===== src/vfrc_defines.vh =====
/*
 * Constants for the output-voltage fault response block: command codes,
 * field positions, reset values and the retry delay.
 * Assumes inclusion by bare name from the design files.
 */
`ifndef VFRC_DEFINES_VH
`define VFRC_DEFINES_VH

`define VFRC_CMD_OV_LIMIT       8'h40
`define VFRC_CMD_OV_REACT       8'h41
`define VFRC_CMD_UV_LIMIT       8'h44
`define VFRC_CMD_UV_REACT       8'h45
`define VFRC_CMD_CLEAR_FAULTS   8'h03

`define VFRC_REACT_RESET        8'h80
`define VFRC_LIMIT_RESET        16'h0000
`define VFRC_MODE_HI            7
`define VFRC_MODE_LO            6
`define VFRC_RETRY_HI           5
`define VFRC_RETRY_LO           3
`define VFRC_MODE_RETRY         2'h2
`define VFRC_RETRY_NONE         3'h0
`define VFRC_RETRY_FOREVER      3'h7
`define VFRC_UNUSED_BITS        3'h7

`define VFRC_RETRY_DELAY_MS     70
`define VFRC_CLK_MHZ            200
`define VFRC_RETRY_CYCLES       (`VFRC_RETRY_DELAY_MS * 1000 * `VFRC_CLK_MHZ)

`define VFRC_ST_RUN             2'h0
`define VFRC_ST_WAIT            2'h1
`define VFRC_ST_LATCHED         2'h2

`endif


===== src/vfrc_sync2.v =====
/*
 * Two-flip-flop synchroniser for a vector of asynchronous levels.
 * Assumes the inputs change slowly relative to ref_clk.
 */
`timescale 1ns/100ps
module vfrc_sync2 #(
  parameter W = 1
) (
  input  wire         ref_clk,
  input  wire         reset,
  input  wire [W-1:0] async_in,
  output wire [W-1:0] sync_out
);
  reg [W-1:0] meta_r;
  reg [W-1:0] sync_r;

  always @(posedge ref_clk)
  begin
    if (reset)
    begin
      meta_r <= {W{1'b0}};
      sync_r <= {W{1'b0}};
    end
    else
    begin
      meta_r <= async_in;
      sync_r <= meta_r;
    end
  end

  assign sync_out = sync_r;
endmodule


===== src/vfrc_vout_fault.v =====
/*
 * Output-voltage fault detection and response: OV/UV thresholds and
 * response settings written by command code, sticky status bits,
 * active-low alert, latch-off or endless retry with a fixed delay.
 * Assumes a decoded command port (code, write strobe, data) from a
 * PMBus front end on ref_clk, and measurement words on ref_clk with a
 * valid strobe. Enable and power-good pins are asynchronous.
 */
// Operation
// - Both response settings are 8-bit read/write and reset to 80h.
// - Mode bits 7:6 = 10 select disable-and-retry; 00, 01, 11 are unused.
// - A fault pulls the alert line low and sets a sticky status bit.
// - Retry code 000 after OV keeps the output off until restart.
// - Retry code 000 after UV keeps the output off until faults clear or restart.
// - Retry code 111 restarts endlessly until off, bias loss or fault.
// - Retry delay is fixed at 70 ms; bits 2:0 read back as 111.
// - UV detection is masked in ramp, before power-good and when off.
// - UV threshold is 16-bit unsigned, default 0.85 of strapped setpoint.
// - OV threshold uses the same unsigned encoding; above it is a fault.
`timescale 1ns/100ps
`include "vfrc_defines.vh"
module vfrc_vout_fault #(
  parameter        VW           = 16,
  parameter [31:0] RETRY_CYCLES = `VFRC_RETRY_CYCLES
) (
  input  wire          ref_clk,
  input  wire          reset,
  input  wire [7:0]    cmd_code,
  input  wire          cmd_wr,
  input  wire [VW-1:0] cmd_wdata,
  output reg  [VW-1:0] cmd_rdata,
  input  wire [VW-1:0] vout_strap,
  input  wire [VW-1:0] vout_meas,
  input  wire          vout_meas_valid,
  input  wire          enable_pin,
  input  wire          op_on,
  input  wire          power_good,
  input  wire          ramping,
  input  wire          bias_ok,
  input  wire          other_fault,
  output reg           output_enable,
  output reg           alert_line_n,
  output reg           ov_fault_flag,
  output reg           uv_fault_flag
);
  localparam [31:0] RETRY_LOAD = RETRY_CYCLES - 32'h1;

  wire [2:0] pins_s;
  wire       en_s   = pins_s[0];
  wire       pg_s   = pins_s[1];
  wire       bias_s = pins_s[2];

  vfrc_sync2 #(.W(3)) u_sync (
    .ref_clk  (ref_clk),
    .reset    (reset),
    .async_in ({bias_ok, power_good, enable_pin}),
    .sync_out (pins_s)
  );

  reg  [VW-1:0] ov_limit_r;
  reg  [VW-1:0] uv_limit_r;
  reg  [7:0]    ov_react_r;
  reg  [7:0]    uv_react_r;
  reg  [1:0]    state_r;
  reg  [31:0]   wait_r;
  reg           ov_cause_r;
  reg           strap_done_r;
  reg           en_q_r;

  // 0.85 ~ 1/2+1/4+1/16+1/32+1/128 (0.8516); 1.15 ~ 1+1/8+1/64+1/128
  wire [VW+1:0] uv_dflt = {2'h0, vout_strap >> 1}
                        + {2'h0, vout_strap >> 2}
                        + {2'h0, vout_strap >> 4}
                        + {2'h0, vout_strap >> 5}
                        + {2'h0, vout_strap >> 7};
  wire [VW+1:0] ov_dflt = {2'h0, vout_strap}
                        + {2'h0, vout_strap >> 3}
                        + {2'h0, vout_strap >> 6}
                        + {2'h0, vout_strap >> 7};

  wire clr_faults = cmd_wr && (cmd_code == `VFRC_CMD_CLEAR_FAULTS);
  wire on_cmd     = en_s && op_on;
  wire enabled    = on_cmd && bias_s;
  wire running    = (state_r == `VFRC_ST_RUN) && enabled;

  wire ov_hit = vout_meas_valid && (vout_meas > ov_limit_r);
  wire uv_hit = vout_meas_valid && (vout_meas < uv_limit_r)
                && running && pg_s && !ramping;
  wire ov_ev  = ov_hit && running;
  wire uv_ev  = uv_hit && !ov_ev;

  // Response of the fault taken now; OV wins a tie
  wire [7:0] react       = ov_ev ? ov_react_r : uv_react_r;
  wire [1:0] react_mode  = react[`VFRC_MODE_HI:`VFRC_MODE_LO];
  wire [2:0] react_try   = react[`VFRC_RETRY_HI:`VFRC_RETRY_LO];
  // Unused mode and retry codes fall back to latch-off
  wire       mode_retry  = (react_mode == `VFRC_MODE_RETRY);
  wire       try_endless = (react_try == `VFRC_RETRY_FOREVER);
  wire       do_retry    = mode_retry && try_endless;

  // Next values, one per register except strap_done_r and en_q_r
  reg  [VW-1:0] ov_limit_nxt;
  reg  [VW-1:0] uv_limit_nxt;
  reg  [7:0]    ov_react_nxt;
  reg  [7:0]    uv_react_nxt;
  reg  [VW-1:0] rdata_nxt;
  reg           ov_flag_nxt;
  reg           uv_flag_nxt;
  reg           alert_nxt;
  reg  [1:0]    state_nxt;
  reg  [31:0]   wait_nxt;
  reg           cause_nxt;
  reg           oe_nxt;

  // Command decode, one wire per writable register
  wire wr_ov_lim = cmd_wr && (cmd_code == `VFRC_CMD_OV_LIMIT);
  wire wr_uv_lim = cmd_wr && (cmd_code == `VFRC_CMD_UV_LIMIT);
  wire wr_ov_rsp = cmd_wr && (cmd_code == `VFRC_CMD_OV_REACT);
  wire wr_uv_rsp = cmd_wr && (cmd_code == `VFRC_CMD_UV_REACT);
  wire restart   = on_cmd && !en_q_r;

  // Strap is taken one cycle after reset release, never under reset
  always @*
  begin
    ov_limit_nxt = ov_limit_r;
    uv_limit_nxt = uv_limit_r;
    ov_react_nxt = ov_react_r;
    uv_react_nxt = uv_react_r;
    if (!strap_done_r)
    begin
      uv_limit_nxt = uv_dflt[VW-1:0];
      ov_limit_nxt = ov_dflt[VW-1:0];
    end
    else
    begin
      if (wr_ov_lim)
        ov_limit_nxt = cmd_wdata;
      if (wr_uv_lim)
        uv_limit_nxt = cmd_wdata;
      if (wr_ov_rsp)
        ov_react_nxt = cmd_wdata[7:0];
      if (wr_uv_rsp)
        uv_react_nxt = cmd_wdata[7:0];
    end
  end

  always @(posedge ref_clk)
  begin
    if (reset)
    begin
      strap_done_r <= 1'b0;
      ov_limit_r   <= `VFRC_LIMIT_RESET;
      uv_limit_r   <= `VFRC_LIMIT_RESET;
      ov_react_r   <= `VFRC_REACT_RESET;
      uv_react_r   <= `VFRC_REACT_RESET;
    end
    else
    begin
      strap_done_r <= 1'b1;
      ov_limit_r   <= ov_limit_nxt;
      uv_limit_r   <= uv_limit_nxt;
      ov_react_r   <= ov_react_nxt;
      uv_react_r   <= uv_react_nxt;
    end
  end

  // Readback of the code on the port; unmapped codes show the status
  always @*
  begin
    case (cmd_code)
      `VFRC_CMD_OV_LIMIT:
        rdata_nxt = ov_limit_r;
      `VFRC_CMD_UV_LIMIT:
        rdata_nxt = uv_limit_r;
      `VFRC_CMD_OV_REACT:
        rdata_nxt = {{(VW-8){1'b0}}, ov_react_r[7:3],
                     `VFRC_UNUSED_BITS};
      `VFRC_CMD_UV_REACT:
        rdata_nxt = {{(VW-8){1'b0}}, uv_react_r[7:3],
                     `VFRC_UNUSED_BITS};
      default:
        rdata_nxt = {{(VW-2){1'b0}}, uv_fault_flag, ov_fault_flag};
    endcase
  end

  // Registered so the data port is a flop
  always @(posedge ref_clk)
  begin
    if (reset)
      cmd_rdata <= {VW{1'b0}};
    else
      cmd_rdata <= rdata_nxt;
  end

  // Sticky flags: a new fault wins over a clear in the same cycle
  always @*
  begin
    ov_flag_nxt = ov_ev || (ov_fault_flag && !clr_faults);
    uv_flag_nxt = uv_ev || (uv_fault_flag && !clr_faults);
    alert_nxt   = !(ov_flag_nxt || uv_flag_nxt);
  end

  always @(posedge ref_clk)
  begin
    if (reset)
    begin
      ov_fault_flag <= 1'b0;
      uv_fault_flag <= 1'b0;
      alert_line_n  <= 1'b1;
    end
    else
    begin
      ov_fault_flag <= ov_flag_nxt;
      uv_fault_flag <= uv_flag_nxt;
      alert_line_n  <= alert_nxt;
    end
  end

  // Response sequencer
  always @*
  begin
    state_nxt = state_r;
    wait_nxt  = wait_r;
    cause_nxt = ov_cause_r;
    oe_nxt    = 1'b0;
    case (state_r)
      `VFRC_ST_RUN:
      begin
        if (ov_ev || uv_ev)
        begin
          cause_nxt = ov_ev;
          if (do_retry)
          begin
            state_nxt = `VFRC_ST_WAIT;
            // Loaded one short: the exit cycle counts toward the delay
            wait_nxt  = RETRY_LOAD;
          end
          else
            state_nxt = `VFRC_ST_LATCHED;
        end
        else
          oe_nxt = enabled;
      end
      `VFRC_ST_WAIT:
      begin
        // Off, bias loss or another shutdown stops the retry loop
        if (!enabled || other_fault)
          state_nxt = `VFRC_ST_LATCHED;
        else if (wait_r == 32'h0)
          state_nxt = `VFRC_ST_RUN;
        else
          wait_nxt = wait_r - 32'h1;
      end
      `VFRC_ST_LATCHED:
      begin
        // OV needs an off-to-on restart; UV a fault clear or a restart
        if (ov_cause_r)
        begin
          if (restart)
            state_nxt = `VFRC_ST_RUN;
        end
        else if (clr_faults || restart)
          state_nxt = `VFRC_ST_RUN;
      end
      default:
        state_nxt = `VFRC_ST_RUN;
    endcase
  end

  always @(posedge ref_clk)
  begin
    if (reset)
    begin
      state_r    <= `VFRC_ST_RUN;
      ov_cause_r <= 1'b0;
    end
    else
    begin
      state_r    <= state_nxt;
      ov_cause_r <= cause_nxt;
    end
  end

  // Retry delay counter, loaded on a retrying fault, counts down only while waiting
  always @(posedge ref_clk)
  begin
    if (reset)
      wait_r <= 32'h0;
    else
      wait_r <= wait_nxt;
  end

  // Previous on-command level, for the off-to-on restart edge
  always @(posedge ref_clk)
  begin
    if (reset)
      en_q_r <= 1'b0;
    else
      en_q_r <= on_cmd;
  end

  // Output stays off in every state but RUN
  always @(posedge ref_clk)
  begin
    if (reset)
      output_enable <= 1'b0;
    else
      output_enable <= oe_nxt;
  end
endmodule


===== config.mk =====
export PLATFORM = sky130hd
export DESIGN_NAME = vfrc_vout_fault
export DESIGN_NICKNAME = d
export VERILOG_FILES = /design/src/vfrc_sync2.v /design/src/vfrc_vout_fault.v
export VERILOG_INCLUDE_DIRS = /design/src
export SDC_FILE = /design/constraint.sdc
export NUM_CORES = 1
export LEC_CHECK = 0
export BUFFER_PORTS_ARGS = -buffer_cell sky130_fd_sc_hd__buf_4
export CAP_MARGIN = 20
export CORE_MARGIN = 3
export CORE_UTILIZATION = 62
export CTS_BUF_LIST = sky130_fd_sc_hd__clkbuf_8
export CTS_CLUSTER_DIAMETER = 120
export DETAILED_ROUTE_END_ITERATION = 6
export PLACE_DENSITY = 0.88
export REMOVE_ABC_BUFFERS = 1
export SYNTH_ARGS = -nofsm -noshare
export SYNTH_HDL_FRONTEND = slang
export SYNTH_HIERARCHICAL = 1
export SYNTH_SLANG_ARGS = --single-unit
export TNS_END_PERCENT = 30

===== constraint.sdc =====
create_clock -name ref_clk -period 6 [get_ports ref_clk]
set_input_delay 1.8 -clock ref_clk [delete_from_list [all_inputs] [get_ports ref_clk]]
set_output_delay 1.8 -clock ref_clk [all_outputs]
set_load 0.02 [all_outputs]

### Word level (Yosys, flattened, before mapping)

Cells that the tools add are included.

| storage, ports and cells | value |
|---|---|
| flip-flop bits (word level) | 111 |
| logic and storage cells | 105 |

| operators by class | value |
|---|---|
| add/sub/neg operators | 8 |
| order comparisons | 2 |
| eq/ne operators | 18 |
| mux-type cells | 20 |
| bitwise logic cells | 1 |
| reduce and logical (&&, ||, !) cells | 40 |

Operators with widths:

| kind | number |
|---|---|
| 32-bit two-way mux | 4 |
| 16-bit two-way mux | 4 |
| 16-bit one-hot mux with 4 select lines | 1 |
| 32-bit one-hot mux with 2 select lines | 1 |
| 16-bit by 9-bit adder with 16-bit output | 2 |
| 8-bit by 7-bit equality test with 1-bit output (second input constant) | 4 |
| 32-bit zero test | 1 |
| 32-bit by 1-bit subtractor with 32-bit output (second input constant) | 1 |
| 1-bit logical AND | 19 |
| 15-bit by 14-bit adder with 16-bit output | 1 |
| 16-bit by 10-bit adder with 16-bit output | 1 |
| 16-bit by 11-bit adder with 16-bit output | 1 |
| 16-bit by 12-bit adder with 16-bit output | 1 |
| 16-bit by 13-bit adder with 16-bit output | 1 |
| 16-bit greater-than comparator | 1 |
| 16-bit less-than comparator | 1 |
| 2-bit two-way mux | 7 |
| 3-bit != test (second input constant) | 3 |
| 8-bit by 2-bit equality test with 1-bit output (second input constant) | 1 |
| 8-bit two-way mux | 1 |
| 1-bit zero test | 6 |
| 1-bit logical OR | 6 |
| 2-bit by 1-bit != test with 1-bit output (second input constant) | 3 |
| 2-bit != test (second input constant) | 3 |
| 12 further kinds | 15 |

### Logic depth before layout (Yosys ltp)

| logic depth | value |
|---|---|
| depth in word-level cells | 10 |
| gate-level depth with buffers | 16 |

### Hierarchy

Netlist, hierarchy kept.

By module, submodules not included:

| module | times used | cells an instance | area an instance (um^2) |
|---|---|---|---|
| vfrc_vout_fault | 1 | 937 | 8132.8 |
| vfrc_sync2 | 1 | 12 | 157.7 |

### Worst setup path before layout

Ideal clock, no wire load.

| path | value |
|---|---|
| path type | input -> register |
| start point | input vout_strap[5] |
| end point | register uv_limit_r[15] |
| arrival time | 5.337 ns |
| data required time | 5.886 ns |
| setup slack | 0.549 ns |
| stages | 16 |
| buffers on the path | 0 |
| cell sequence | inv_1 fa_1 fa_1 fa_1 inv_1 ha_1 inv_1 fa_1 nand2b_1 a21oi_1 o211ai_1 a21oi_1 o21a_1 o21ai_0 mux2i_1 a2111oi_0 |

| between the ends | value |
|---|---|
| cells in the longest elaborated chain, start to end | 5 |

RTL lines:

| what | RTL line | source |
|---|---|---|
| start, declared | vfrc_vout_fault.v:32 | `input wire [VW-1:0] vout_strap,` |
| 15-bit by 14-bit adder with 16-bit output | vfrc_vout_fault.v:72 | `+ {2'h0, vout_strap >> 2}` |
| 16-bit by 12-bit adder with 16-bit output | vfrc_vout_fault.v:73 | `+ {2'h0, vout_strap >> 4}` |
| 16-bit by 11-bit adder with 16-bit output (*) | vfrc_vout_fault.v:74 | `+ {2'h0, vout_strap >> 5}` |
| 16-bit by 9-bit adder with 16-bit output (*) | vfrc_vout_fault.v:75 | `+ {2'h0, vout_strap >> 7};` |
| 16-bit two-way mux (*) | vfrc_vout_fault.v:129 | `if (!strap_done_r)` |
| end signal, assigned | vfrc_vout_fault.v:153 | `` uv_limit_r <= `VFRC_LIMIT_RESET; `` |
| end signal, assigned | vfrc_vout_fault.v:161 | `uv_limit_r <= uv_limit_nxt;` |
| end, declared | vfrc_vout_fault.v:61 | `reg [VW-1:0] uv_limit_r;` |

Every way passes the cells marked *; elsewhere a longest branch is shown, timed or not.
A chain may end at the register's enable or synchronous reset.

### Worst setup path after layout

Same ends and word-level chain as after synthesis.

==> implementation parameters <==
Parameter                              Value

Floorplan
  Std-Cell Core Area    12,800 sq um
  Io pins    86
  Standard-cell row count    41
  Floorplan die height    122 um
  Initial core utilization    64.6%
  X dimension of the die    122 um
  Die area    14,800 sq um

Clocking
  Post_cts resized    0
  Skew-Pair Late Insertion Delay    0.40 ns
  Post-CTS Setup Repair Bufs    0
  Hold buffers post-CTS    0
  Clock edge transition at the registers on the reported setup and hold paths    0.10 ns
  Number of sinks driven by the clock tree    105
  Clock buffer count from CTS    9
  Clock tree from TritonCTS    yes
  Clock tree root buffer cell    sky130_fd_sc_hd__clkbuf_8
  H-Tree Depth    3
  Maximum clock path buffer count    2

Placement
  Half-perimeter wire length after detailed placement    15,400 um
  Setup slack after placement    0.0734 ns
  Total of buffers placed on input and output ports    85
  RePlAce Congestion    0.891

Drt
  Drc violations    0
  Initial DRT Pass Iterations    6
  Ratio of routed vias to standard cells    5.93
  DRC marker count from the first detailed-route iteration    606
  Vias after detailed routing    7,095
  Final antenna-violating net count    0
  Average wire per standard cell    16.5 um
  Overall routed net length    19,800 um

STA
  WHS    0.457 ns
  Transition time at the pin with the least slew margin    1.09 ns
  F_max    181 MHz
  Number of max-slew violations in the final report    0
  Final Cycle Share    92.1%
  Shortest period the worst path allows    5.52 ns
  Slew headroom    27.1%
  Worst Clk Skew    0.0196 ns
  Final Setup Violations    0
  TNS Setup    0 ns
  Unrepaired setup endpoints after global routing    no
  Least setup slack across all paths after layout    0.477 ns
  Number of endpoints with negative hold slack in the final report    0

Critical path
  Depth of the most critical reg-to-reg path    10
  Startpoint Class    input pin
  CP Data Required Time    6.28 ns
  Critical path endpoint category    register
  Worst path most repeated cell    sky130_fd_sc_hd__fa_1
  Delay contributed by the slowest stage of the critical path    0.56 ns
  Critical path fanouts, max    5
  CP max stage cell    sky130_fd_sc_hd__fa_1
  CP Cell Sequence    buf_4 > inv_1 > fa_1 > fa_1 > fa_1 > inv_1 > ha_1 > inv_1 > fa_1 > nand2b_1 > a21oi_1 > o211ai_1 > a21oi_1 > o21a_1 > o21ai_0 > mux2i_1 > a2111oi_0
  Crit Path Category    in2reg
  Crit path arrival time    5.80 ns

Logic synthesis
  Post-synthesis cell count    949
  YS warnings    6
  Sequential cell area fraction in the yosys report    25.4%
  Number of enable flip-flop cells after synthesis    0
  Cell Area, Synth    8290 sq um
  Async S/R FF share, synth    0%
  Mean Syn Cell Area    8.74 sq um
  Commonest register cell after synthesis    sky130_fd_sc_hd__dfxtp_1
  Distinct cell type count after synthesis    62
  Synthesis-stage register bit count    105

GRT
  Number of antenna violations at the first check in global routing    0
  GRT Resource Usage Total    27.2%
  Global-route wire length before repair    32,600 um
  Vias in the first global route    6,758
  Sum of overflow across all layers after global routing    0
  Largest net degree at the start of global routing    76

Final layout
  Share of cells above drive strength 1    12.7%
  Most frequent cells in the layout    sky130_fd_sc_hd__inv_1, sky130_fd_sc_hd__nor2_1, sky130_fd_sc_hd__dfxtp_1
  Fill cell instance count of the final layout    932
  Diodes inserted    0
  Combined area of the multi-input logic cells    5580 sq um
  Post-layout utilization of the core    72.1%
  Final Net Count    1,219
  FF/Latch Area    2100 sq um
  Most common library cell in the layout ignoring fill and taps    sky130_fd_sc_hd__inv_1
  Synthesis-to-finish area growth    11.6%

Pwr
  Worst-case vdd ir drop    0.000133 V
  Power Density    282 nW/um^2
  Static Leak    0.00429 uW

Flow run
  # Max-Cap Violations    0

Status
  Run status    finished, final reports clean

Worst hold path
  Worst Hold Depth    1
  Min-Delay Path Class    reg2reg
[path summary, 6_finish.rpt]
path | startpoint | end | slack [ns]
min | u_sync/meta_r[1] | u_sync/sync_out[1] | 0.46
max | vout_strap[5] | uv_limit_r[15] | 0.48
max reg2reg | ov_limit_r[15] | wait_r[26] | 2.65
min reg2reg | u_sync/meta_r[1] | u_sync/sync_out[1] | 0.46
[logic make-up after synthesis]
kind of cell / after synthesis / synth area share [%]
AOI/OAI and AO/OA: 188 / 15.2
xor gates and xnor gates: 18 / 1.90
adders and majority gates: 133 / 24.6
buffers and inverters: 159 / 7.43
DFF: 105 / 25.4
muxes: 63 / 8.41
and+or+nand+nor: 283 / 17.1
[layout make-up]
type | instances | area share, %
multi-input combinational | 685 | 60.3
sequential | 105 | 22.7
timing repair buffer | 93 | 7.55
inverter | 126 | 5.11
tap | 172 | 2.33
clock buffer | 9 | 1.34
clock inverter | 7 | 0.663
[registers in the layout, summed over array words and instances, names as in the netlist]
| signal | count |
|---|---|
| alert_line_n | 1 |
| cmd_rdata | 16 |
| en_q_r | 1 |
| output_enable | 1 |
| ov_cause_r | 1 |
| ov_fault_flag | 1 |
| ov_limit_r | 16 |
| ov_react_r | 5 |
| state_r | 2 |
| strap_done_r | 1 |
| u_sync/meta_r | 3 |
| u_sync/sync_out | 3 |
| uv_fault_flag | 1 |
| uv_limit_r | 16 |
| uv_react_r | 5 |
| wait_r | 32 |
[cells in the mapped netlist (2+ instances only)]
master | n | share of area, %
sky130_fd_sc_hd__a211o_1 | 2 | 0.21
sky130_fd_sc_hd__a211oi_1 | 39 | 3.5
sky130_fd_sc_hd__a21o_1 | 10 | 0.91
sky130_fd_sc_hd__a21oi_1 | 58 | 3.5
sky130_fd_sc_hd__a221oi_1 | 3 | 0.32
sky130_fd_sc_hd__a311oi_1 | 12 | 1.3
sky130_fd_sc_hd__a31oi_1 | 9 | 0.68
sky130_fd_sc_hd__and3_1 | 4 | 0.30
sky130_fd_sc_hd__and4b_1 | 2 | 0.24
sky130_fd_sc_hd__buf_1 | 3 | 0.14
sky130_fd_sc_hd__buf_2 | 9 | 0.54
sky130_fd_sc_hd__clkbuf_1 | 20 | 0.91
sky130_fd_sc_hd__dfxtp_1 | 105 | 25
sky130_fd_sc_hd__fa_1 | 50 | 12
sky130_fd_sc_hd__ha_1 | 83 | 13
sky130_fd_sc_hd__inv_1 | 126 | 5.7
sky130_fd_sc_hd__mux2_2 | 3 | 0.41
sky130_fd_sc_hd__mux2i_1 | 55 | 6.6
sky130_fd_sc_hd__mux4_2 | 5 | 1.4
sky130_fd_sc_hd__nand2_1 | 44 | 2.0
sky130_fd_sc_hd__nand2b_1 | 20 | 1.5
sky130_fd_sc_hd__nand3_1 | 16 | 0.97
sky130_fd_sc_hd__nand3b_1 | 3 | 0.27
sky130_fd_sc_hd__nand4_1 | 3 | 0.23
sky130_fd_sc_hd__nand4b_1 | 2 | 0.21
sky130_fd_sc_hd__nor2_1 | 110 | 5.0
sky130_fd_sc_hd__nor2b_1 | 14 | 1.1
sky130_fd_sc_hd__nor3_1 | 17 | 1.0
sky130_fd_sc_hd__nor3b_1 | 2 | 0.18
sky130_fd_sc_hd__nor4_1 | 13 | 0.98
sky130_fd_sc_hd__o211ai_1 | 8 | 0.72
sky130_fd_sc_hd__o21a_1 | 9 | 0.81
sky130_fd_sc_hd__o21ai_0 | 18 | 1.1
sky130_fd_sc_hd__o31ai_1 | 5 | 0.45
sky130_fd_sc_hd__o41ai_1 | 2 | 0.21
sky130_fd_sc_hd__or2_2 | 3 | 0.23
sky130_fd_sc_hd__or3_1 | 9 | 0.68
sky130_fd_sc_hd__or4_1 | 10 | 0.91
sky130_fd_sc_hd__or4b_1 | 4 | 0.48
sky130_fd_sc_hd__xnor2_1 | 13 | 1.4
sky130_fd_sc_hd__xor2_1 | 5 | 0.53
[per-stage QoR]
step / power, uW / cell area, sq um / instances
floorplan: 1820 / 8150 / 916
global placement: 2120 / 9070 / 1181
detailed placement: 2170 / 9070 / 1181
CTS: 2590 / 9250 / 1197
global route: 2820 / 9250 / 1197
finish: 2610 / 9250 / 1197
[where the power goes]
| group | switching [uW] | internal (uW) |
|---|---|---|
| Sequential | 75.3 | 773 |
| Combinational | 758 | 574 |
| Clock | 272 | 160 |
[routing by layer]
layer  vias to the layer above  GRT usage, %  part of all wire [%]
met2                       281          43.5                    46
li1                       3454             -                     -
met5                         -             0                     0
met3                        37          3.06                   6.5
met4                         0          9.03                   2.1
met1                      3323          38.6                    45
[critical path, delay by kind of cell]
family	cells	cell delay, ns
buffers and inverters	4	0.47
AO/OA/AOI/OAI	6	1.23
AND/OR/NAND/NOR	1	0.19
adder cells (fa/ha/maj)	5	1.99
multiplexers	1	0.14
No activity file was read; power rests on OpenSTA's default activity.
